===== config.mk =====
export PLATFORM = sky130hd
export DESIGN_NAME = psw_core
export DESIGN_NICKNAME = d
export VERILOG_FILES = /design/src/rtl/psw_pkg.sv /design/src/rtl/psw_core.sv
export SDC_FILE = /design/constraint.sdc
export NUM_CORES = 1
export LEC_CHECK = 0
export ABC_AREA = 1
export BUFFER_PORTS_ARGS = -buffer_cell sky130_fd_sc_hd__buf_2
export CAP_MARGIN = 25
export CORE_AREA = 5 5 85 56
export CTS_BUF_LIST = sky130_fd_sc_hd__clkbuf_4 sky130_fd_sc_hd__clkbuf_8
export CTS_CLUSTER_SIZE = 12
export DETAILED_ROUTE_END_ITERATION = 10
export DIE_AREA = 0 0 90 61
export GPL_TIMING_DRIVEN = 0
export MAX_ROUTING_LAYER = met4
export PLACE_DENSITY = 0.66
export RECOVER_POWER = 25
export SYNTH_ARGS = -nofsm -noshare
export SYNTH_HDL_FRONTEND = slang
export SYNTH_SLANG_ARGS = --single-unit

===== constraint.sdc =====
create_clock -name sys_clk_i -period 1.2 [get_ports sys_clk_i]
set_clock_uncertainty 0.2 [all_clocks]
set_input_delay 0.06 -clock sys_clk_i [delete_from_list [all_inputs] [get_ports sys_clk_i]]
set_output_delay 0.06 -clock sys_clk_i [all_outputs]
set_load 0.03 [all_outputs]

===== src/rtl/psw_pkg.sv =====
// Package for the status word and accumulator block.
// Assumes an 8-bit special-function register bus inside the core.
package psw_pkg;
    localparam int unsigned DATA_W = 8;
    // Special-function register addresses
    localparam logic [7:0] ADDR_ACC = 8'h00_E0;
    localparam logic [7:0] ADDR_PSW = 8'h00_D0;
    // Status word bit positions
    localparam int unsigned BIT_PAR = 0;
    localparam int unsigned BIT_UF1 = 1;
    localparam int unsigned BIT_OV  = 2;
    localparam int unsigned BIT_RS0 = 3;
    localparam int unsigned BIT_RS1 = 4;
    localparam int unsigned BIT_UF0 = 5;
    // Reset values
    localparam logic [7:0] ACC_RST = 8'h00_00;
    localparam logic [1:0] BANK_RST = 2'h0;
    // Bank base is bank number times bank size
    localparam int unsigned BANK_SHIFT = 3;
    typedef enum logic [1:0] {
        PSW_OP_NONE,
        PSW_OP_ARITH,
        PSW_OP_OTHER
    } psw_op_t;
endpackage


===== src/rtl/psw_core.sv =====
// Accumulator and program status word with parity, overflow, user flags
// and register bank select.
// Assumes the core datapath supplies results and arithmetic outcome.
// What this block does
// - Parity flag is one when accumulator has odd count of ones.
// - Bank select bits pick one of four eight-byte register banks.
// - Overflow flag set on carry, borrow, or multiply/divide overflow.
// - An arithmetic operation without excess clears the overflow flag; other operations keep it.
// - User flags change only by software writes, never by hardware.
module psw_core
    import psw_pkg::*;
(
    // Clock and reset
    input  wire logic                      sys_clk_i,
    input  wire logic                      rst_i,
    // Special-function register bus
    input  wire logic [7:0]                sfr_addr_i,
    input  wire logic                      sfr_wr_i,
    input  wire logic [psw_pkg::DATA_W-1:0] sfr_wdata_i,
    input  wire logic                      sfr_bit_wr_i,
    input  wire logic [2:0]                sfr_bit_i,
    input  wire logic                      sfr_bit_val_i,
    output logic [psw_pkg::DATA_W-1:0]     sfr_rdata_o,
    // Datapath results
    input  wire logic                      acc_load_i,
    input  wire logic [psw_pkg::DATA_W-1:0] acc_result_i,
    input  wire psw_pkg::psw_op_t          alu_op_i,
    input  wire logic                      alu_excess_i,
    // Status outputs
    output logic [psw_pkg::DATA_W-1:0]     main_accumulator_o,
    output logic                           parity_o,
    output logic                           arith_excess_flag_o,
    output logic [1:0]                     bank_select_o,
    output logic [7:0]                     bank_base_o
);
    import psw_pkg::*;

    typedef struct packed {
        logic [7:0] acc;
        logic       ov;
        logic [1:0] rs;
        logic       uf0;
        logic       uf1;
        logic       spare;
    } psw_state_t;

    psw_state_t st_q;
    psw_state_t st_d;
    logic [7:0] psw_img;
    logic       sel_acc;
    logic       sel_psw;
    logic [7:0] psw_new;
    logic [7:0] acc_new;

    assign sel_acc = (sfr_addr_i == ADDR_ACC);
    assign sel_psw = (sfr_addr_i == ADDR_PSW);

    always_comb begin
        psw_img = 8'h00_00;
        psw_img[BIT_PAR] = ^st_q.acc;
        psw_img[BIT_UF1] = st_q.uf1;
        psw_img[BIT_OV]  = st_q.ov;
        psw_img[BIT_RS0] = st_q.rs[0];
        psw_img[BIT_RS1] = st_q.rs[1];
        psw_img[BIT_UF0] = st_q.uf0;
    end

    always_comb begin
        st_d = st_q;
        psw_new = psw_img;
        acc_new = st_q.acc;
        // Datapath loads take priority over a same-cycle software write
        if (acc_load_i) begin
            st_d.acc = acc_result_i;
        end else if (sel_acc && sfr_wr_i) begin
            st_d.acc = sfr_wdata_i;
        end else if (sel_acc && sfr_bit_wr_i) begin
            acc_new[sfr_bit_i] = sfr_bit_val_i;
            st_d.acc = acc_new;
        end
        if (sel_psw && sfr_wr_i) begin
            psw_new = sfr_wdata_i;
        end else if (sel_psw && sfr_bit_wr_i) begin
            psw_new[sfr_bit_i] = sfr_bit_val_i;
        end
        // Only software paths reach these bits, except ov, which arithmetic overrides below
        st_d.uf0 = psw_new[BIT_UF0];
        st_d.uf1 = psw_new[BIT_UF1];
        st_d.rs  = {psw_new[BIT_RS1], psw_new[BIT_RS0]};
        st_d.ov  = psw_new[BIT_OV];
        // Arithmetic outcome wins over a software write of the flag
        if (alu_op_i == PSW_OP_ARITH) begin
            st_d.ov = alu_excess_i;
        end
        st_d.spare = 1'b0;
    end

    always_ff @(posedge sys_clk_i or posedge rst_i) begin
        if (rst_i) begin
            st_q <= '{acc: ACC_RST, ov: 1'b0, rs: BANK_RST,
                      uf0: 1'b0, uf1: 1'b0, spare: 1'b0};
        end else begin
            st_q <= st_d;
        end
    end

    always_comb begin
        if (sel_acc) begin
            sfr_rdata_o = st_q.acc;
        end else if (sel_psw) begin
            sfr_rdata_o = psw_img;
        end else begin
            sfr_rdata_o = 8'h00_00;
        end
    end

    assign main_accumulator_o  = st_q.acc;
    // Parity is pure function of the stored accumulator: no stale cycle
    assign parity_o            = ^st_q.acc;
    assign arith_excess_flag_o = st_q.ov;
    assign bank_select_o       = st_q.rs;
    assign bank_base_o         = {3'h0, st_q.rs, 3'h0};

    // Assertions
    property p_parity;
        @(posedge sys_clk_i) disable iff (rst_i)
        parity_o == ^main_accumulator_o;
    endproperty
    a_parity: assert property (p_parity)
        else $error("parity does not match accumulator");

    property p_bank;
        @(posedge sys_clk_i) disable iff (rst_i)
        bank_base_o == ({6'h00, bank_select_o} << BANK_SHIFT);
    endproperty
    a_bank: assert property (p_bank)
        else $error("bank base wrong for selected bank");

    property p_ov_set;
        @(posedge sys_clk_i) disable iff (rst_i)
        (alu_op_i == PSW_OP_ARITH && alu_excess_i) |=> arith_excess_flag_o;
    endproperty
    a_ov_set: assert property (p_ov_set)
        else $error("overflow flag not set");

    property p_ov_clr;
        @(posedge sys_clk_i) disable iff (rst_i)
        (alu_op_i == PSW_OP_ARITH && !alu_excess_i) |=> !arith_excess_flag_o;
    endproperty
    a_ov_clr: assert property (p_ov_clr)
        else $error("overflow flag not cleared");

    property p_uf_hold;
        @(posedge sys_clk_i) disable iff (rst_i)
        !(sel_psw && (sfr_wr_i || sfr_bit_wr_i)) |=> $stable(st_q.uf1)
            && $stable(st_q.uf0);
    endproperty
    a_uf_hold: assert property (p_uf_hold)
        else $error("user flag changed without software write");

    property p_par_sw;
        @(posedge sys_clk_i) disable iff (rst_i)
        (sel_acc && sfr_wr_i && !acc_load_i)
            |=> parity_o == ^$past(sfr_wdata_i);
    endproperty
    a_par_sw: assert property (p_par_sw)
        else $error("parity lags software accumulator write");

    property p_par_alu;
        @(posedge sys_clk_i) disable iff (rst_i)
        acc_load_i |=> (main_accumulator_o == $past(acc_result_i))
            ##0 (parity_o == ^$past(acc_result_i));
    endproperty
    a_par_alu: assert property (p_par_alu)
        else $error("parity lags datapath accumulator load");

    property p_rs_wr;
        @(posedge sys_clk_i) disable iff (rst_i)
        (sel_psw && sfr_wr_i && alu_op_i != PSW_OP_ARITH)
            |=> bank_select_o == $past(sfr_wdata_i[BIT_RS1:BIT_RS0]);
    endproperty
    a_rs_wr: assert property (p_rs_wr)
        else $error("bank select not written");

    // Bank select must not drift while software leaves the status word alone
    property p_rs_hold;
        @(posedge sys_clk_i) disable iff (rst_i)
        !(sel_psw && (sfr_wr_i || sfr_bit_wr_i)) |=> $stable(bank_select_o);
    endproperty
    a_rs_hold: assert property (p_rs_hold)
        else $error("bank select changed without software write");

    // Arithmetic outcome overrides a software write of the same cycle
    property p_ov_sw;
        @(posedge sys_clk_i) disable iff (rst_i)
        (sel_psw && sfr_wr_i && alu_op_i == PSW_OP_ARITH)
            |=> arith_excess_flag_o == $past(alu_excess_i);
    endproperty
    a_ov_sw: assert property (p_ov_sw)
        else $error("software write beat arithmetic outcome");

    property p_rd_psw;
        @(posedge sys_clk_i) disable iff (rst_i)
        sel_psw |-> (sfr_rdata_o[BIT_PAR] == parity_o)
            && (sfr_rdata_o[BIT_OV] == arith_excess_flag_o);
    endproperty
    a_rd_psw: assert property (p_rd_psw)
        else $error("status word readback wrong");

    property p_acc_bit;
        @(posedge sys_clk_i) disable iff (rst_i)
        (sel_acc && sfr_bit_wr_i && !sfr_wr_i && !acc_load_i)
            |=> main_accumulator_o[$past(sfr_bit_i)] == $past(sfr_bit_val_i);
    endproperty
    a_acc_bit: assert property (p_acc_bit)
        else $error("accumulator bit write lost");

    c_bank3: cover property (@(posedge sys_clk_i) disable iff (rst_i)
        bank_select_o == 2'h3);
    c_ov: cover property (@(posedge sys_clk_i) disable iff (rst_i)
        $rose(arith_excess_flag_o));
    c_par: cover property (@(posedge sys_clk_i) disable iff (rst_i)
        $rose(parity_o));
    c_acc_bit: cover property (@(posedge sys_clk_i) disable iff (rst_i)
        sel_acc && sfr_bit_wr_i);
endmodule


Word level (Yosys, flattened, before mapping)
Cells that the tools add are included.

Flip-flop bits (word level): 13. Bits of input ports: 36. Output and inout bits: 28. Word-level logic and storage cells: 31.

$lt $le $gt $ge: 2. Eq/ne operators: 3. Muxes and demuxes: 12. Reductions and logical operators: 9.

Operators by type and width (count): two-way mux 8 bit (4); two-way mux 6 bit (3); bitwise mux 8 bit (2); equality test 8 bit, second input constant (2); XOR reduction 8 bit (1); nonzero test 3 bit (2); logical AND 1 bit (5); < comparator 3 x 4 -> 1 bit, second input constant (1); demux 1 bit (select 3 bit) (1); greater-or-equal comparator 3 x 1 -> 1 bit, second input constant (1); equality test 2 x 1 -> 1 bit, second input constant (1); two-way mux 1 bit (2); nonzero test 2 bit (1).

Depth between registers and ports, before layout
Depth after elaboration: 8. Mapped depth: 10. Gate-level depth less buffers: 9.

Least setup slack after synthesis
OpenSTA, ideal clock, no wires.

Path type: register to output. Start: register st_q (netlist bit main_accumulator_o[5]). End: output sfr_rdata_o[0] (netlist bit). Arrival: 1.509 ns. Data required time: 0.940 ns. Path slack: -0.569 ns. Stages on the path, launching flop included: 8. Buffers on the path: 0. Cell sequence: dfrtp_1 xor2_1 nand2b_1 nand2_1 nand2_1 nand2_1 nand2_1 nand2_1.

Cells in the longest elaborated chain, start to end: 3.

RTL lines: start: declaration (RTL line psw_core.sv:47) `psw_state_t st_q;`; start signal: assignment (RTL line psw_core.sv:100) `st_q <= '{acc: ACC_RST, ov: 1'b0, rs: BANK_RST,`; start signal: assignment (RTL line psw_core.sv:103) `st_q <= st_d;`; XOR reduction 8 bit; via parity_o (RTL line psw_core.sv:31) `output logic parity_o,`; two-way mux 6 bit (RTL line psw_core.sv:110) `end else if (sel_psw) begin`; two-way mux 8 bit (RTL line psw_core.sv:108) `if (sel_acc) begin`; end: declaration (RTL line psw_core.sv:23) `output logic [psw_pkg::DATA_W-1:0] sfr_rdata_o,`.

The timed path passes the listed nets, and every way through them passes these cells.

Worst setup path in the final report
Start: register st_q (netlist bit main_accumulator_o[5]). End: output sfr_rdata_o[0] (netlist bit).

Cells in the longest elaborated chain, start to end: 3.

RTL lines: XOR reduction 8 bit (RTL line psw_core.sv:60) `psw_img[BIT_PAR] = ^st_q.acc;`; two-way mux 6 bit (RTL line psw_core.sv:110); two-way mux 8 bit (RTL line psw_core.sv:108).

Every way passes these cells.

==> summary.json <==
{
  "setup_path": {
    "cp.arrival_ns": 1.46,
    "critical_path_class": "reg2out",
    "worstSetupEndpointType": "output pin",
    "cp_data_required_time_ns": 0.94,
    "worstPathMaxFanout": 2,
    "timing.critical_path.from_type": "register"
  },
  "cells_and_area": {
    "final_net_count": 361,
    "fillerInstances": 340,
    "seqCellArea_sq_um": 337,
    "final_design_area_no_fill_sq_um": 2470,
    "fin_cells": 374,
    "area_growth_syn_to_layout_pct": 83.7,
    "multiInputGateArea_sq_um": 1020,
    "final_layout_size_suffix_gt1_share_pct": 46.9,
    "insertedDiodeCount": 0
  },
  "placement": {
    "gp_routability_congestion": 0.912,
    "place_hpwl_um": 3550,
    "placement.io_buffers": 57,
    "placedCellCount": 330,
    "placed_area_sq_um": 1740
  },
  "detailed_routing": {
    "drt-total-wl_um": 5170,
    "iter_0_drt_violations": 129,
    "drt_pre_antenna_iters": 4,
    "antenna_left": 0,
    "dr_total_vias": 1837,
    "route.detailed.drc": 0,
    "detail_routed_net_length_per_standard_cell_um": 13.8,
    "viasPerCell": 4.91
  },
  "synthesis": {
    "post_synth_main_area_contributors": "sky130_fd_sc_hd__dfrtp_1 (24%), sky130_fd_sc_hd__nand2_1 (19%), sky130_fd_sc_hd__nand3_1 (15%)",
    "synthDominantAreaCellType": "sky130_fd_sc_hd__dfrtp_1",
    "fraction_of_post_synthesis_cell_area_in_the_top_cell_type_by_area_pct": 24.2,
    "share_of_the_yosys_chip_area_belonging_to_registers_pct": 24.2,
    "synthCells": 218,
    "mappedNetlistArea_sq_um": 1350,
    "yosys_register_bits": 13,
    "synth.yosys.warnings": 0,
    "yosysUniqueCellTypes": 25,
    "syn_avg_cell_area_sq_um": 6.18
  },
  "die": {
    "fp.dieW_um": 90,
    "coreArea_sq_um": 3900,
    "num_io_pins": 64,
    "start_util_pct": 34.6,
    "dieArea_sq_um": 5490,
    "die_h_um": 61,
    "floorplan.rows": 18
  },
  "clock_tree": {
    "cts_tree": "yes",
    "cts_made_buffers": 3,
    "worst_setup_hold_path_clk_slew_ns": 0.06,
    "ctsHtreeMaxLevel": 1,
    "cts_root_buffer": "sky130_fd_sc_hd__clkbuf_8",
    "cts.path.max_buffers": 2,
    "worstSkewPairLatency_ns": 0.24,
    "cts_sinks": 13
  },
  "grt": {
    "grt_pass1_vias": 1655,
    "grt_antenna_before_repair": 0,
    "largest_net_degree_at_the_start_of_global_routing": 14,
    "global_route.usage.total_pct": 17.6,
    "first_pass_grt_wire_length_um": 7560,
    "gr-total-overflow": 0
  },
  "job": {
    "drv.max_cap_violation_count": 0
  },
  "timing": {
    "post-route-worst-setup-slack_ns": -0.518,
    "min_period_ns": 1.72,
    "achievable-frequency_mhz": 582,
    "report.final.slew_viol_count": 0,
    "setup_repair_after_global_routing_missed_its_margin": "true",
    "final-hold-violation-count": 0,
    "final_layout_setup_total_negative_slack_ns": -2.13,
    "setup_viol": 15,
    "period_share_pct": 143,
    "tightest_slew_ns": 0.524,
    "max_slew_margin_pct": 65.0
  },
  "outcome": {
    "status": "finished, violations left",
    "violated_checks": "setup timing"
  },
  "min_path": {
    "hold_path_class": "in2reg"
  },
  "power": {
    "cellPowerDensity_nw_per_um2": 726,
    "max-vdd-ir-drop_mv": 0.531,
    "totalPowerFinal_w": 0.00179,
    "power.leakage_nw": 1.33
  }
}
==> per-stage QoR <==
stage	worst slack (ns)	utilization, %	hold WS [ns]
2_1_floorplan	-0.314	-	-0.264
5_1_grt	-0.592	63.5	0.0247
3_3_place_gp	-0.341	44.7	-0.0864
3_5_place_dp	-0.346	44.7	-0.0718
6_report	-0.518	63.5	0.00872
4_1_cts	-0.511	56.2	0.00471
==> path summary, 6_finish.rpt <==
path                                                        start                                 to  slack [ns]  depth (start not counted)
worst max register to register       bank_select_o[0]$_DFFE_PP0P_       bank_select_o[0]$_DFFE_PP0P_        0.03                          4
worst min-delay path                                  alu_op_i[1]    arith_excess_flag_o$_DFFE_PP0P_       0.009                          6
max in group asynchronous                                   rst_i  main_accumulator_o[5]$_DFFE_PP0P_        0.22                          3
worst min register to register             psw_img[5]$_DFFE_PP0P_             psw_img[5]$_DFFE_PP0P_        0.36                          2
min in group asynchronous                                   rst_i             psw_img[1]$_DFFE_PP0P_        0.20                          3
worst max-delay path            main_accumulator_o[5]$_DFFE_PP0P_                     sfr_rdata_o[0]       -0.52                          9
==> where the power goes <==
part           switching (W)  leakage [nW]  internal (W)
clock               0.000158        0.0262      0.000257
sequential         0.0000541         0.157      0.000481
combinational       0.000449          1.15      0.000395
==> sequential cells by signal, summed over array words and instances (netlist names) <==
register	cells
arith_excess_flag_o	1
main_accumulator_o	8
psw_img	2
bank_select_o	2
==> synth_stat cells (all sizes together) <==
cell,count
clkbuf,1
o211ai,2
nand4,9
nand2b,2
inv,28
nor2,16
conb,1
nand3,42
xor2,3
o21ai,2
or2,5
a22o,5
nor3,3
nand2,70
dfrtp,13
xnor2,3
buf,13
==> final cells by class <==
class,count,area share [%]
well taps,50,2.53
multi-input cells,169,41.4
clock buffers,4,1.97
plain buffers,14,5.11
inverters,28,4.55
flip-flops and latches,13,13.6
repair buffers,96,30.9
==> metal layers <==
layer  global-route usage, %  share of wire (%)  vias up
met2                    29.0                 48       83
met4                    2.34               0.33        0
met5                       -                  0        -
met1                    23.2                 44      844
met3                    3.72                7.7        4
li1                        -                  -      906
==> cell usage in the layout, fill, tap and decap left out <==
cell type,Yosys,final
sky130_fd_sc_hd__nand3_1,41,34
sky130_fd_sc_hd__a22o_1,5,5
sky130_fd_sc_hd__nand3_4,1,1
sky130_fd_sc_hd__inv_6,0,1
sky130_fd_sc_hd__buf_4,10,20
sky130_fd_sc_hd__buf_8,0,1
sky130_fd_sc_hd__buf_2,2,39
sky130_fd_sc_hd__xor2_2,0,1
sky130_fd_sc_hd__inv_2,2,6
sky130_fd_sc_hd__xnor2_1,3,2
sky130_fd_sc_hd__nand3_2,0,7
sky130_fd_sc_hd__clkbuf_2,0,1
sky130_fd_sc_hd__o21ai_0,2,2
sky130_fd_sc_hd__nor2_1,13,7
sky130_fd_sc_hd__nand2b_4,0,2
sky130_fd_sc_hd__nand2_4,1,6
sky130_fd_sc_hd__nor2_4,2,8
sky130_fd_sc_hd__dfrtp_2,0,9
sky130_fd_sc_hd__buf_6,1,27
sky130_fd_sc_hd__dfrtp_1,13,4
sky130_fd_sc_hd__clkbuf_4,0,2
sky130_fd_sc_hd__dlymetal6s4s_1,0,1
sky130_fd_sc_hd__xnor2_2,0,1
sky130_fd_sc_hd__nand2_1,69,58
sky130_fd_sc_hd__conb_1,1,6
sky130_fd_sc_hd__inv_1,26,20
sky130_fd_sc_hd__nand4_1,9,9
sky130_fd_sc_hd__xor2_1,3,2
sky130_fd_sc_hd__inv_4,0,1
sky130_fd_sc_hd__nor3_2,1,3
sky130_fd_sc_hd__o211ai_1,2,2
sky130_fd_sc_hd__nor2_2,1,2
sky130_fd_sc_hd__clkbuf_8,0,3
sky130_fd_sc_hd__dlygate4sd3_1,0,20
sky130_fd_sc_hd__or2_2,5,1
sky130_fd_sc_hd__or2_4,0,4
sky130_fd_sc_hd__nand2_2,0,6
==> cell families (layout without fill, tap and decap cells) <==
| logic type | after synthesis | in the layout | synth area share [%] |
|---|---|---|---|
| AOI/OAI and AO/OA | 9 | 9 | 5.11 |
| xor gates and xnor gates | 6 | 6 | 3.90 |
| buffers and inverters | 42 | 142 | 15.2 |
| DFF | 13 | 13 | 24.2 |
| other | 1 | 6 | 0.279 |
| and+or+nand+nor | 147 | 148 | 51.3 |
==> critical path, stage by stage (launching register included) <==
cell and delay [ns]:
sky130_fd_sc_hd__dfrtp_2 0.42, sky130_fd_sc_hd__xor2_2 0.18, sky130_fd_sc_hd__buf_4 0.14, sky130_fd_sc_hd__nand2b_4 0.06, sky130_fd_sc_hd__nand2_2 0.05, sky130_fd_sc_hd__nand2_2 0.07
sky130_fd_sc_hd__nand2_4 0.06, sky130_fd_sc_hd__nand2_4 0.06, sky130_fd_sc_hd__nand2_4 0.04, sky130_fd_sc_hd__buf_6 0.13
==> timing repair <==
| item | in CTS | in global routing |
|---|---|---|
| gates cloned | 0 | 2 |
| resized for setup | 37 | 67 |
| hold buffers | 21 | 0 |
| endpoints found under the setup margin | 17 | 30 |
| pin swaps | 8 | 19 |
| buffers inserted | 7 | 12 |
| endpoints found under the hold margin | 26 | 0 |
(Power assumes the default switching activity.)
